<file path="src/rtl/gain_trim_cfg.svh">
// Register offsets, field positions and reset values of the trim block
`ifndef GAIN_TRIM_CFG_SVH
`define GAIN_TRIM_CFG_SVH

// Widths
`define GT_CODE_W 24
`define GT_ADDR_W 8

// Register offsets
`define GT_OFF_CH0 8'h0e
`define GT_GAIN_CH0 8'h11
`define GT_OFF_CH1 8'h14
`define GT_GAIN_CH1 8'h17
`define GT_TEMPCO 8'h1a
`define GT_CTRL 8'h1b
`define GT_STAT_CH0 8'h20
`define GT_STAT_CH1 8'h21

// Control field positions
`define GT_CTRL_OFF_BIT 0
`define GT_CTRL_GAIN_BIT 1

// Reset values
`define GT_TRIM_RST 24'h000000
`define GT_TEMPCO_RST 8'h42
`define GT_CTRL_RST 2'h0
`define GT_STAT_RST 24'h000000

`endif

</file>
<file path="src/rtl/gain_trim_pkg.sv">
// Types shared by the trim block and its testbench
package gain_trim_pkg;

  // One code for each of the two channels
  typedef struct packed {
    logic [23:0] ch1;
    logic [23:0] ch0;
  } code_pair_t;

  // Correction enables held in the control register
  typedef struct packed {
    logic gain_en;
    logic offset_en;
  } ctrl_t;

endpackage : gain_trim_pkg

</file>
<file path="src/rtl/trim_channel.sv">
// One channel: offset add, then one-plus-trim gain multiply
`timescale 1ns/1ps
`include "gain_trim_cfg.svh"

module trim_channel #(
  parameter int W = `GT_CODE_W
) (
  // Clock and reset
  input wire logic clk_in,
  input wire logic rst_in,
  // Raw sample
  input wire logic valid_in,
  input wire logic [W-1:0] code_in,
  // Trim settings
  input wire logic [W-1:0] offset_trim_in,
  input wire logic [W-1:0] gain_trim_in,
  input wire logic offset_en_in,
  input wire logic gain_en_in,
  // Corrected sample
  output logic valid_out,
  output logic [W-1:0] code_out
);

  // Exactly 1.0 in the gain format, one integer bit above W-1 fraction bits
  localparam logic signed [W:0] GAIN_ONE = {2'b01, {(W-1){1'b0}}};

  logic signed [W:0] sum;
  logic signed [W-1:0] offs_q;
  logic offs_vld_q;
  logic signed [W:0] gain;
  logic signed [2*W:0] prod;
  logic signed [W+1:0] scaled;

  // Saturate a wider signed value back to W bits instead of wrapping
  function automatic logic [W-1:0] clamp(input logic signed [W+1:0] v);
    if (v[W+1:W-1] == {3{v[W+1]}})
      clamp = v[W-1:0];
    else
      clamp = v[W+1] ? {1'b1, {(W-1){1'b0}}} : {1'b0, {(W-1){1'b1}}};
  endfunction : clamp

  // Signed offset sum, one guard bit
  assign sum = $signed({offset_trim_in[W-1], offset_trim_in}) +
               $signed({code_in[W-1], code_in});
  // Trim word taken as signed fraction plus one
  assign gain = $signed({gain_trim_in[W-1], gain_trim_in}) + GAIN_ONE;
  // Multiply the stage-one code: offset-corrected when offset enable is set, else the raw one
  assign prod = offs_q * gain;
  // Drop the fraction bits so the output keeps the input format
  assign scaled = prod[2*W:W-1];

  // Stage one: offset correction
  always_ff @(posedge clk_in)
  begin
    if (rst_in)
    begin
      offs_q <= '0;
      offs_vld_q <= 1'b0;
    end
    else
    begin
      offs_vld_q <= valid_in;
      if (valid_in)
        offs_q <= offset_en_in ? clamp({sum[W], sum}) : code_in;
    end
  end

  // Stage two: gain correction or pass-through
  always_ff @(posedge clk_in)
  begin
    if (rst_in)
    begin
      code_out <= '0;
      valid_out <= 1'b0;
    end
    else
    begin
      valid_out <= offs_vld_q;
      if (offs_vld_q)
        code_out <= gain_en_in ? clamp(scaled) : offs_q;
    end
  end

  // Two-cycle latency from sample to result
  latency_fixed_a: assert property (@(posedge clk_in) disable iff (rst_in)
    valid_in |-> ##2 valid_out)
    else $error("corrected sample late or missing");

  // Offset trim alone lands on a zero code
  offset_add_a: assert property (@(posedge clk_in) disable iff (rst_in)
    valid_in && offset_en_in && code_in == '0 |=>
      offs_q == $past(offset_trim_in))
    else $error("offset trim not added to code");

  // With both corrections off the code passes unchanged
  gain_bypass_a: assert property (@(posedge clk_in) disable iff (rst_in)
    valid_in && !offset_en_in ##1 !gain_en_in |=>
      code_out == $past(code_in, 2))
    else $error("code altered with gain correction off");

  // A zero trim word gives exactly unity gain
  unity_gain_a: assert property (@(posedge clk_in) disable iff (rst_in)
    valid_in && !offset_en_in ##1 gain_en_in && gain_trim_in == '0 |=>
      code_out == $past(code_in, 2))
    else $error("zero trim word not unity gain");

  // Most negative trim word gives zero gain
  zero_gain_a: assert property (@(posedge clk_in) disable iff (rst_in)
    offs_vld_q && gain_en_in && gain_trim_in == 24'h800000 |=>
      code_out == '0)
    else $error("minimum trim word not zero gain");

  // Trim step of two on minus half scale moves the result by one
  lsb_step_a: assert property (@(posedge clk_in) disable iff (rst_in)
    offs_vld_q && gain_en_in && gain_trim_in == 24'h000002 &&
      offs_q == 24'hc00000 |=> code_out == 24'hbfffff)
    else $error("trim step weight wrong");

endmodule : trim_channel

</file>
<file path="src/rtl/channel_gain_trim.sv">
// Two-channel offset and gain trim with its register file
//
// Local design decision: the strobed register port.
`timescale 1ns/1ps
`include "gain_trim_cfg.svh"

// Overview of operation
// - Gain trim word is 24-bit signed fraction, minus one to below one.
// - Enabled gain multiplies channel code by one plus trim word.
// - Gain multiply acts on the offset-corrected code when offset enable is set, else on the raw code.
// - One trim step changes the multiplier by two to minus twenty-three.
// - Gain enable low passes the code through without gain correction.
// - Clearing gain enable keeps the stored gain trim words.
// - Tempco trim is eight bits, read-write, reset value 0x42.
// - Offset enable adds the signed 24-bit offset trim to raw code.

module channel_gain_trim (
  // Clock and reset
  input wire logic CLOCK_IN,
  input wire logic SYS_RST_IN,
  // Register port
  input wire logic [`GT_ADDR_W-1:0] REG_ADDR_IN,
  input wire logic [`GT_CODE_W-1:0] REG_WDATA_IN,
  input wire logic REG_WR_IN,
  input wire logic REG_RD_IN,
  output logic [`GT_CODE_W-1:0] REG_RDATA_OUT,
  // Raw samples from the converters
  input wire logic SAMPLE_VALID_IN,
  input wire gain_trim_pkg::code_pair_t SAMPLE_IN,
  // Corrected samples
  output logic CORR_VALID_OUT,
  output gain_trim_pkg::code_pair_t CORR_OUT
);

  localparam int W = `GT_CODE_W;

  logic [W-1:0] gain0_q;
  logic [W-1:0] gain1_q;
  logic [W-1:0] off0_q;
  logic [W-1:0] off1_q;
  logic [7:0] tempco_q;
  gain_trim_pkg::ctrl_t ctrl_q;
  logic [W-1:0] stat0_q;
  logic [W-1:0] stat1_q;
  logic [W-1:0] res0;
  logic [W-1:0] res1;
  logic vld0;
  logic [W-1:0] rdata_d;
  logic wr_ctrl;
  logic wr_gain;

  // Decoded write hits used by the assertions below
  assign wr_ctrl = REG_WR_IN && REG_ADDR_IN == `GT_CTRL;
  assign wr_gain = REG_WR_IN &&
                   (REG_ADDR_IN == `GT_GAIN_CH0 ||
                    REG_ADDR_IN == `GT_GAIN_CH1);

  // Gain trim words, written only by their own addresses
  always_ff @(posedge CLOCK_IN)
  begin
    if (SYS_RST_IN)
    begin
      gain0_q <= `GT_TRIM_RST;
      gain1_q <= `GT_TRIM_RST;
    end
    else if (REG_WR_IN)
    begin
      // The enable bit lives elsewhere, so clearing it leaves these intact
      if (REG_ADDR_IN == `GT_GAIN_CH0)
        gain0_q <= REG_WDATA_IN;
      if (REG_ADDR_IN == `GT_GAIN_CH1)
        gain1_q <= REG_WDATA_IN;
    end
  end

  // Offset trim words
  always_ff @(posedge CLOCK_IN)
  begin
    if (SYS_RST_IN)
    begin
      off0_q <= `GT_TRIM_RST;
      off1_q <= `GT_TRIM_RST;
    end
    else if (REG_WR_IN)
    begin
      if (REG_ADDR_IN == `GT_OFF_CH0)
        off0_q <= REG_WDATA_IN;
      if (REG_ADDR_IN == `GT_OFF_CH1)
        off1_q <= REG_WDATA_IN;
    end
  end

  // Reference tempco trim, eight bits in the low lane
  always_ff @(posedge CLOCK_IN)
  begin
    if (SYS_RST_IN)
      tempco_q <= `GT_TEMPCO_RST;
    else if (REG_WR_IN && REG_ADDR_IN == `GT_TEMPCO)
      tempco_q <= REG_WDATA_IN[7:0];
  end

  // Correction enables; both off after reset so codes start untouched
  always_ff @(posedge CLOCK_IN)
  begin
    if (SYS_RST_IN)
      ctrl_q <= `GT_CTRL_RST;
    else if (wr_ctrl)
    begin
      ctrl_q.offset_en <= REG_WDATA_IN[`GT_CTRL_OFF_BIT];
      ctrl_q.gain_en <= REG_WDATA_IN[`GT_CTRL_GAIN_BIT];
    end
  end

  // Channel datapaths share the enables but hold their own trims
  trim_channel #(
    .W(W)
  ) u_chan0 (
    .clk_in(CLOCK_IN),
    .rst_in(SYS_RST_IN),
    .valid_in(SAMPLE_VALID_IN),
    .code_in(SAMPLE_IN.ch0),
    .offset_trim_in(off0_q),
    .gain_trim_in(gain0_q),
    .offset_en_in(ctrl_q.offset_en),
    .gain_en_in(ctrl_q.gain_en),
    .valid_out(vld0),
    .code_out(res0)
  );

  trim_channel #(
    .W(W)
  ) u_chan1 (
    .clk_in(CLOCK_IN),
    .rst_in(SYS_RST_IN),
    .valid_in(SAMPLE_VALID_IN),
    .code_in(SAMPLE_IN.ch1),
    .offset_trim_in(off1_q),
    .gain_trim_in(gain1_q),
    .offset_en_in(ctrl_q.offset_en),
    .gain_en_in(ctrl_q.gain_en),
    .valid_out(),
    .code_out(res1)
  );

  // Both channels run in lockstep, so one valid serves the pair
  assign CORR_VALID_OUT = vld0;
  assign CORR_OUT.ch0 = res0;
  assign CORR_OUT.ch1 = res1;

  // Last corrected codes, kept for software to inspect
  always_ff @(posedge CLOCK_IN)
  begin
    if (SYS_RST_IN)
    begin
      stat0_q <= `GT_STAT_RST;
      stat1_q <= `GT_STAT_RST;
    end
    else if (vld0)
    begin
      stat0_q <= res0;
      stat1_q <= res1;
    end
  end

  // Read mux; unmapped addresses read as zero
  always_comb
  begin
    rdata_d = '0;
    case (REG_ADDR_IN)
      `GT_GAIN_CH0: rdata_d = gain0_q;
      `GT_GAIN_CH1: rdata_d = gain1_q;
      `GT_OFF_CH0: rdata_d = off0_q;
      `GT_OFF_CH1: rdata_d = off1_q;
      `GT_TEMPCO: rdata_d = {16'h0000, tempco_q};
      `GT_CTRL: rdata_d = {22'h0, ctrl_q};
      `GT_STAT_CH0: rdata_d = stat0_q;
      `GT_STAT_CH1: rdata_d = stat1_q;
      default: rdata_d = '0;
    endcase
  end

  // Read data stands only in the cycle after the strobe, zero otherwise
  always_ff @(posedge CLOCK_IN)
  begin
    if (SYS_RST_IN)
      REG_RDATA_OUT <= '0;
    else
      REG_RDATA_OUT <= REG_RD_IN ? rdata_d : '0;
  end

  // Tempco trim comes out of reset at its default
  tempco_reset_a: assert property (@(posedge CLOCK_IN)
    $past(SYS_RST_IN) && !SYS_RST_IN |-> tempco_q == 8'h42)
    else $error("tempco trim reset value wrong");

  // Tempco trim reads back in the low byte
  tempco_read_a: assert property (@(posedge CLOCK_IN)
    disable iff (SYS_RST_IN)
    REG_RD_IN && REG_ADDR_IN == `GT_TEMPCO |=>
      REG_RDATA_OUT == {16'h0000, $past(tempco_q)})
    else $error("tempco trim readback wrong");

  // Control writes that clear the gain enable never disturb the stored gain trims
  trim_hold_a: assert property (@(posedge CLOCK_IN)
    disable iff (SYS_RST_IN)
    wr_ctrl && !REG_WDATA_IN[`GT_CTRL_GAIN_BIT] |=>
      gain0_q == $past(gain0_q) && gain1_q == $past(gain1_q))
    else $error("gain trim changed by enable write");

  // Gain trim write lands and reads back two cycles later
  gain_write_a: assert property (@(posedge CLOCK_IN)
    disable iff (SYS_RST_IN)
    wr_gain && REG_ADDR_IN == `GT_GAIN_CH0 ##1
      REG_RD_IN && REG_ADDR_IN == `GT_GAIN_CH0 && !REG_WR_IN |=>
      REG_RDATA_OUT == $past(REG_WDATA_IN, 2))
    else $error("gain trim readback wrong");

  // Data appear only after a read strobe
  read_idle_a: assert property (@(posedge CLOCK_IN)
    disable iff (SYS_RST_IN)
    !REG_RD_IN |=> REG_RDATA_OUT == '0)
    else $error("read data without read strobe");

endmodule : channel_gain_trim

</file>
<file path="config.mk">
export PLATFORM = sky130hd
export DESIGN_NAME = channel_gain_trim
export DESIGN_NICKNAME = d
export VERILOG_FILES = /design/src/rtl/gain_trim_pkg.sv /design/src/rtl/trim_channel.sv /design/src/rtl/channel_gain_trim.sv
export VERILOG_INCLUDE_DIRS = /design/src /design/src/rtl
export SDC_FILE = /design/constraint.sdc
export NUM_CORES = 2
export LEC_CHECK = 0
export ABC_CLOCK_PERIOD_IN_PS = 7580
export BUFFER_PORTS_ARGS = -buffer_cell sky130_fd_sc_hd__buf_4
export CORE_MARGIN = 2
export CORE_UTILIZATION = 55
export DETAILED_ROUTE_END_ITERATION = 7
export MAX_ROUTING_LAYER = met4
export PLACE_DENSITY_LB_ADDON = 0.25
export SKIP_LAST_GASP = 1
export SYNTH_ARGS = -nofsm -noshare
export SYNTH_HDL_FRONTEND = slang
export SYNTH_SLANG_ARGS = --single-unit
</file>
<file path="constraint.sdc">
create_clock -name CLOCK_IN -period 7.58 [get_ports CLOCK_IN]
set_input_delay 1.137 -clock CLOCK_IN [delete_from_list [all_inputs] [get_ports CLOCK_IN]]
set_output_delay 1.137 -clock CLOCK_IN [all_outputs]
set_load 0.01 [all_outputs]
</file>
==> impl_metrics.yaml <==
outcome:
  run_status: "finished, final reports clean"
clock_network:
  cts_tree: "yes"
  cts_max_level: 2
  cts_buffer_depth: 3
  cts_buffers: 37
  cts_sinks: 276
  path_clk_slew_ns: 0.06
  holdBufCountCts: 0
  cts_root_buffer: "clkbuf_16"
  clk_latency_ns: 0.59
worst_setup_path:
  cp_max_fo: 12
  crit_end: "u_chan1.code_out[18]$_SDFFE_PP0P_"
  critPathLaunchType: "register"
  timing.rr.start: "u_chan1.offs_q[0]$_SDFFE_PP0P_"
  endpoint_kind: "register"
  worst_ep_required_time_ns: 8.07
  crit_family: "adder cells"
  slowest_delay_ns: 0.61
  path_class: "reg -> reg"
  r2r_end: "u_chan1.code_out[18]$_SDFFE_PP0P_"
  worst-path-stages: 26
  rrSetupSlack_ns: 0.21
  crit_path_frequent_cell: "fa_1"
  cp_num_buf_inv: 7
  reg2reg_depth: 26
  startpoint: "u_chan1.offs_q[0]$_SDFFE_PP0P_"
  cpMaxStageDelayCell: "or4_1"
  arrival_ns: 7.86
global_route:
  grt_usage_pct: 34.7
  grt_pass1_wl_um: 248000
  gr-total-overflow: 0
  grt_max_degree: 86
  first_global_vias: 43712
  antenna_found_initial: 10
sta:
  clock.fmax_mhz: 136
  finalCritPeriodShare_pct: 97.2
  tns_ns: 0
  setup_viol: 0
  relSlewSlack_pct: 16.7
  slew_violations: 0
  min_period_ns: 7.37
  fin_worst_skew_ns: 0.0419
  worst_slack_ns: 0.212
  hold_viol_final: 0
  rsz0062_at_grt: "true"
  worst_slew_pin_slew_ns: 1.25
detailed_routing:
  routed.top_layer: "met4"
  route.met2.wl_um: 71000
  first_iter_violations: 3602
  drt-pass1-iter-count: 5
  routed_via_density: 5.72
  wl_um: 157000
  vias: 42546
  wl_met1_um: 63900
  drc: 0
  wl_per_cell_um: 21.1
  met3_length_um: 13700
  ant_nets: 0
floorplan:
  pin_count: 158
  die_x_um: 310
  core_sq_um: 93200
  rows: 112
  die_area_sq_um: 96300
  die_h_um: 310
  start_util_pct: 55.4
synth:
  ys.flop_type: "dfxtp_1"
  yosysWarnings: 0
  synth.cell_area_sq_um: 51600
  yosysSeqAreaShare_pct: 10.7
  syn_avg_cell_area_sq_um: 8.57
  synth-seq-cells: 276
  synth_edf_count: 0
  ys_types: 86
  syn_nets: 7512
  synth_cells: 6019
  synthArstFlopShare_pct: 0
flow_run:
  drv_cap: 0
cells_and_area:
  area_delta_synth_final_pct: 10.2
  fin_area_sq_um: 56900
  final_cell_mix: "1121 x inv_1, 970 x nand2_1, 964 x fa_1"
  drive_above_1_share_pct: 10.1
  finalNonFillerCells: 7441
  fin_nets: 7649
  layout_commonest_cell: "inv_1"
  n_fill_cell: 8224
power_and_ir_drop:
  irDropWorstVdd_mv: 0.175
  p_leak_nw: 27.7
  finalPower_mw: 4.29
  powerDensity_nw_per_um2: 75.5
place:
  place_inst: 7365
  post-place-ws_ns: -0.116
  placed_area_sq_um: 55300
  port_buffers: 157
  gp_congestion: 0.946
  hpwl_um: 129000
min_path:
  hp-class: "reg -> reg"
## synthesized netlist by cell type, types with 68 or more instances
cell type,number,area (sq um)
nand2b_1,68,425
nor2_1,151,567
o21ai_0,154,771
inv_1,1121,4210
fa_1,964,19300
clkbuf_1,322,1210
ha_1,444,5560
nand2_1,972,3650
dfxtp_1,276,5530
and2_1,494,3090
a21oi_1,305,1530
mux2i_1,78,781
## sequential cells by signal, indices dropped and copies added, names as in the netlist, 24 cells and up
register,cells
REG_RDATA_OUT,24
off1_q,24
u_chan0.offs_q,24
stat1_q,24
off0_q,24
u_chan1.offs_q,24
gain1_q,24
stat0_q,24
u_chan1.code_out,24
u_chan0.code_out,24
gain0_q,24
## worst min-delay path, delay by kind of cell, from the launching register on
family | cells | cell delay (ns)
simple gates | 1 | 0.05
flops | 1 | 0.31
compound gates | 1 | 0.05
## worst min-delay path by stage
stage	start	end	slack, ns	depth (start not counted)
3_5_place_dp	tempco_q[5]$_SDFFE_PP0P_	tempco_q[5]$_SDFFE_PP0P_	0.45	2
2_1_floorplan	tempco_q[0]$_SDFFE_PP0P_	tempco_q[0]$_SDFFE_PP0P_	0.44	2
3_3_place_gp	tempco_q[2]$_SDFFE_PP0P_	tempco_q[2]$_SDFFE_PP0P_	0.44	2
5_1_grt	tempco_q[3]$_SDFFE_PP0P_	tempco_q[3]$_SDFFE_PP0P_	0.48	2
6_report	tempco_q[5]$_SDFFE_PP0P_	tempco_q[5]$_SDFFE_PP0P_	0.45	2
4_1_cts	tempco_q[5]$_SDFFE_PP0P_	tempco_q[5]$_SDFFE_PP0P_	0.45	2
## what timing repair did
item,4_1_cts,5_1_grt
pin swaps,1,15
buffers inserted,0,4
gates cloned,0,2
gates resized for setup,2,105
endpoints found under the setup margin,18,48
## cells by family (layout without fill, tap and decap cells)
logic type / Yosys count / after routing / share of synthesized area, %
flops: 276 / 276 / 10.7
xor+xnor: 95 / 95 / 1.61
fa+ha+maj: 1415 / 1415 / 48.3
buf+inv: 1456 / 1616 / 10.6
compound gates: 814 / 814 / 9.76
mux: 80 / 81 / 1.57
simple gates: 1883 / 1883 / 17.4
other cells: 0 / 7 / 0
## per-stage QoR
stage	utilization, %	hold slack (ns)
after floorplan	-	0.436
after global placement	59.3	0.442
after detailed placement	59.3	0.447
after CTS	60.6	0.454
after global routing	61.0	0.481
final	61.0	0.455
## layer usage
layer | GRT usage [%] | up-vias
li1 | - | 18802
met1 | 46.1 | 21544
met2 | 52.6 | 1845
met3 | 5.91 | 355
met4 | 15.2 | 0
met5 | - | -
## layout make-up
type                       instances  area [sq um]  area share (%)
clock inverter                    19           221           0.389
timing repair buffer             430          3460            6.08
antenna                            7          17.5          0.0308
tap                             1254          1570            2.76
inverter                        1123          4220            7.41
sequential                       276          5610            9.86
multi-input combinational       4288         40800            71.7
clock buffer                      44          1000            1.76
## report_power, final
part / internal (mW) / switching [mW]
registers: 1.48 / 0.0681
clock network: 1.05 / 0.778
logic: 0.340 / 0.573
Power figures use the tool's default switching activity.
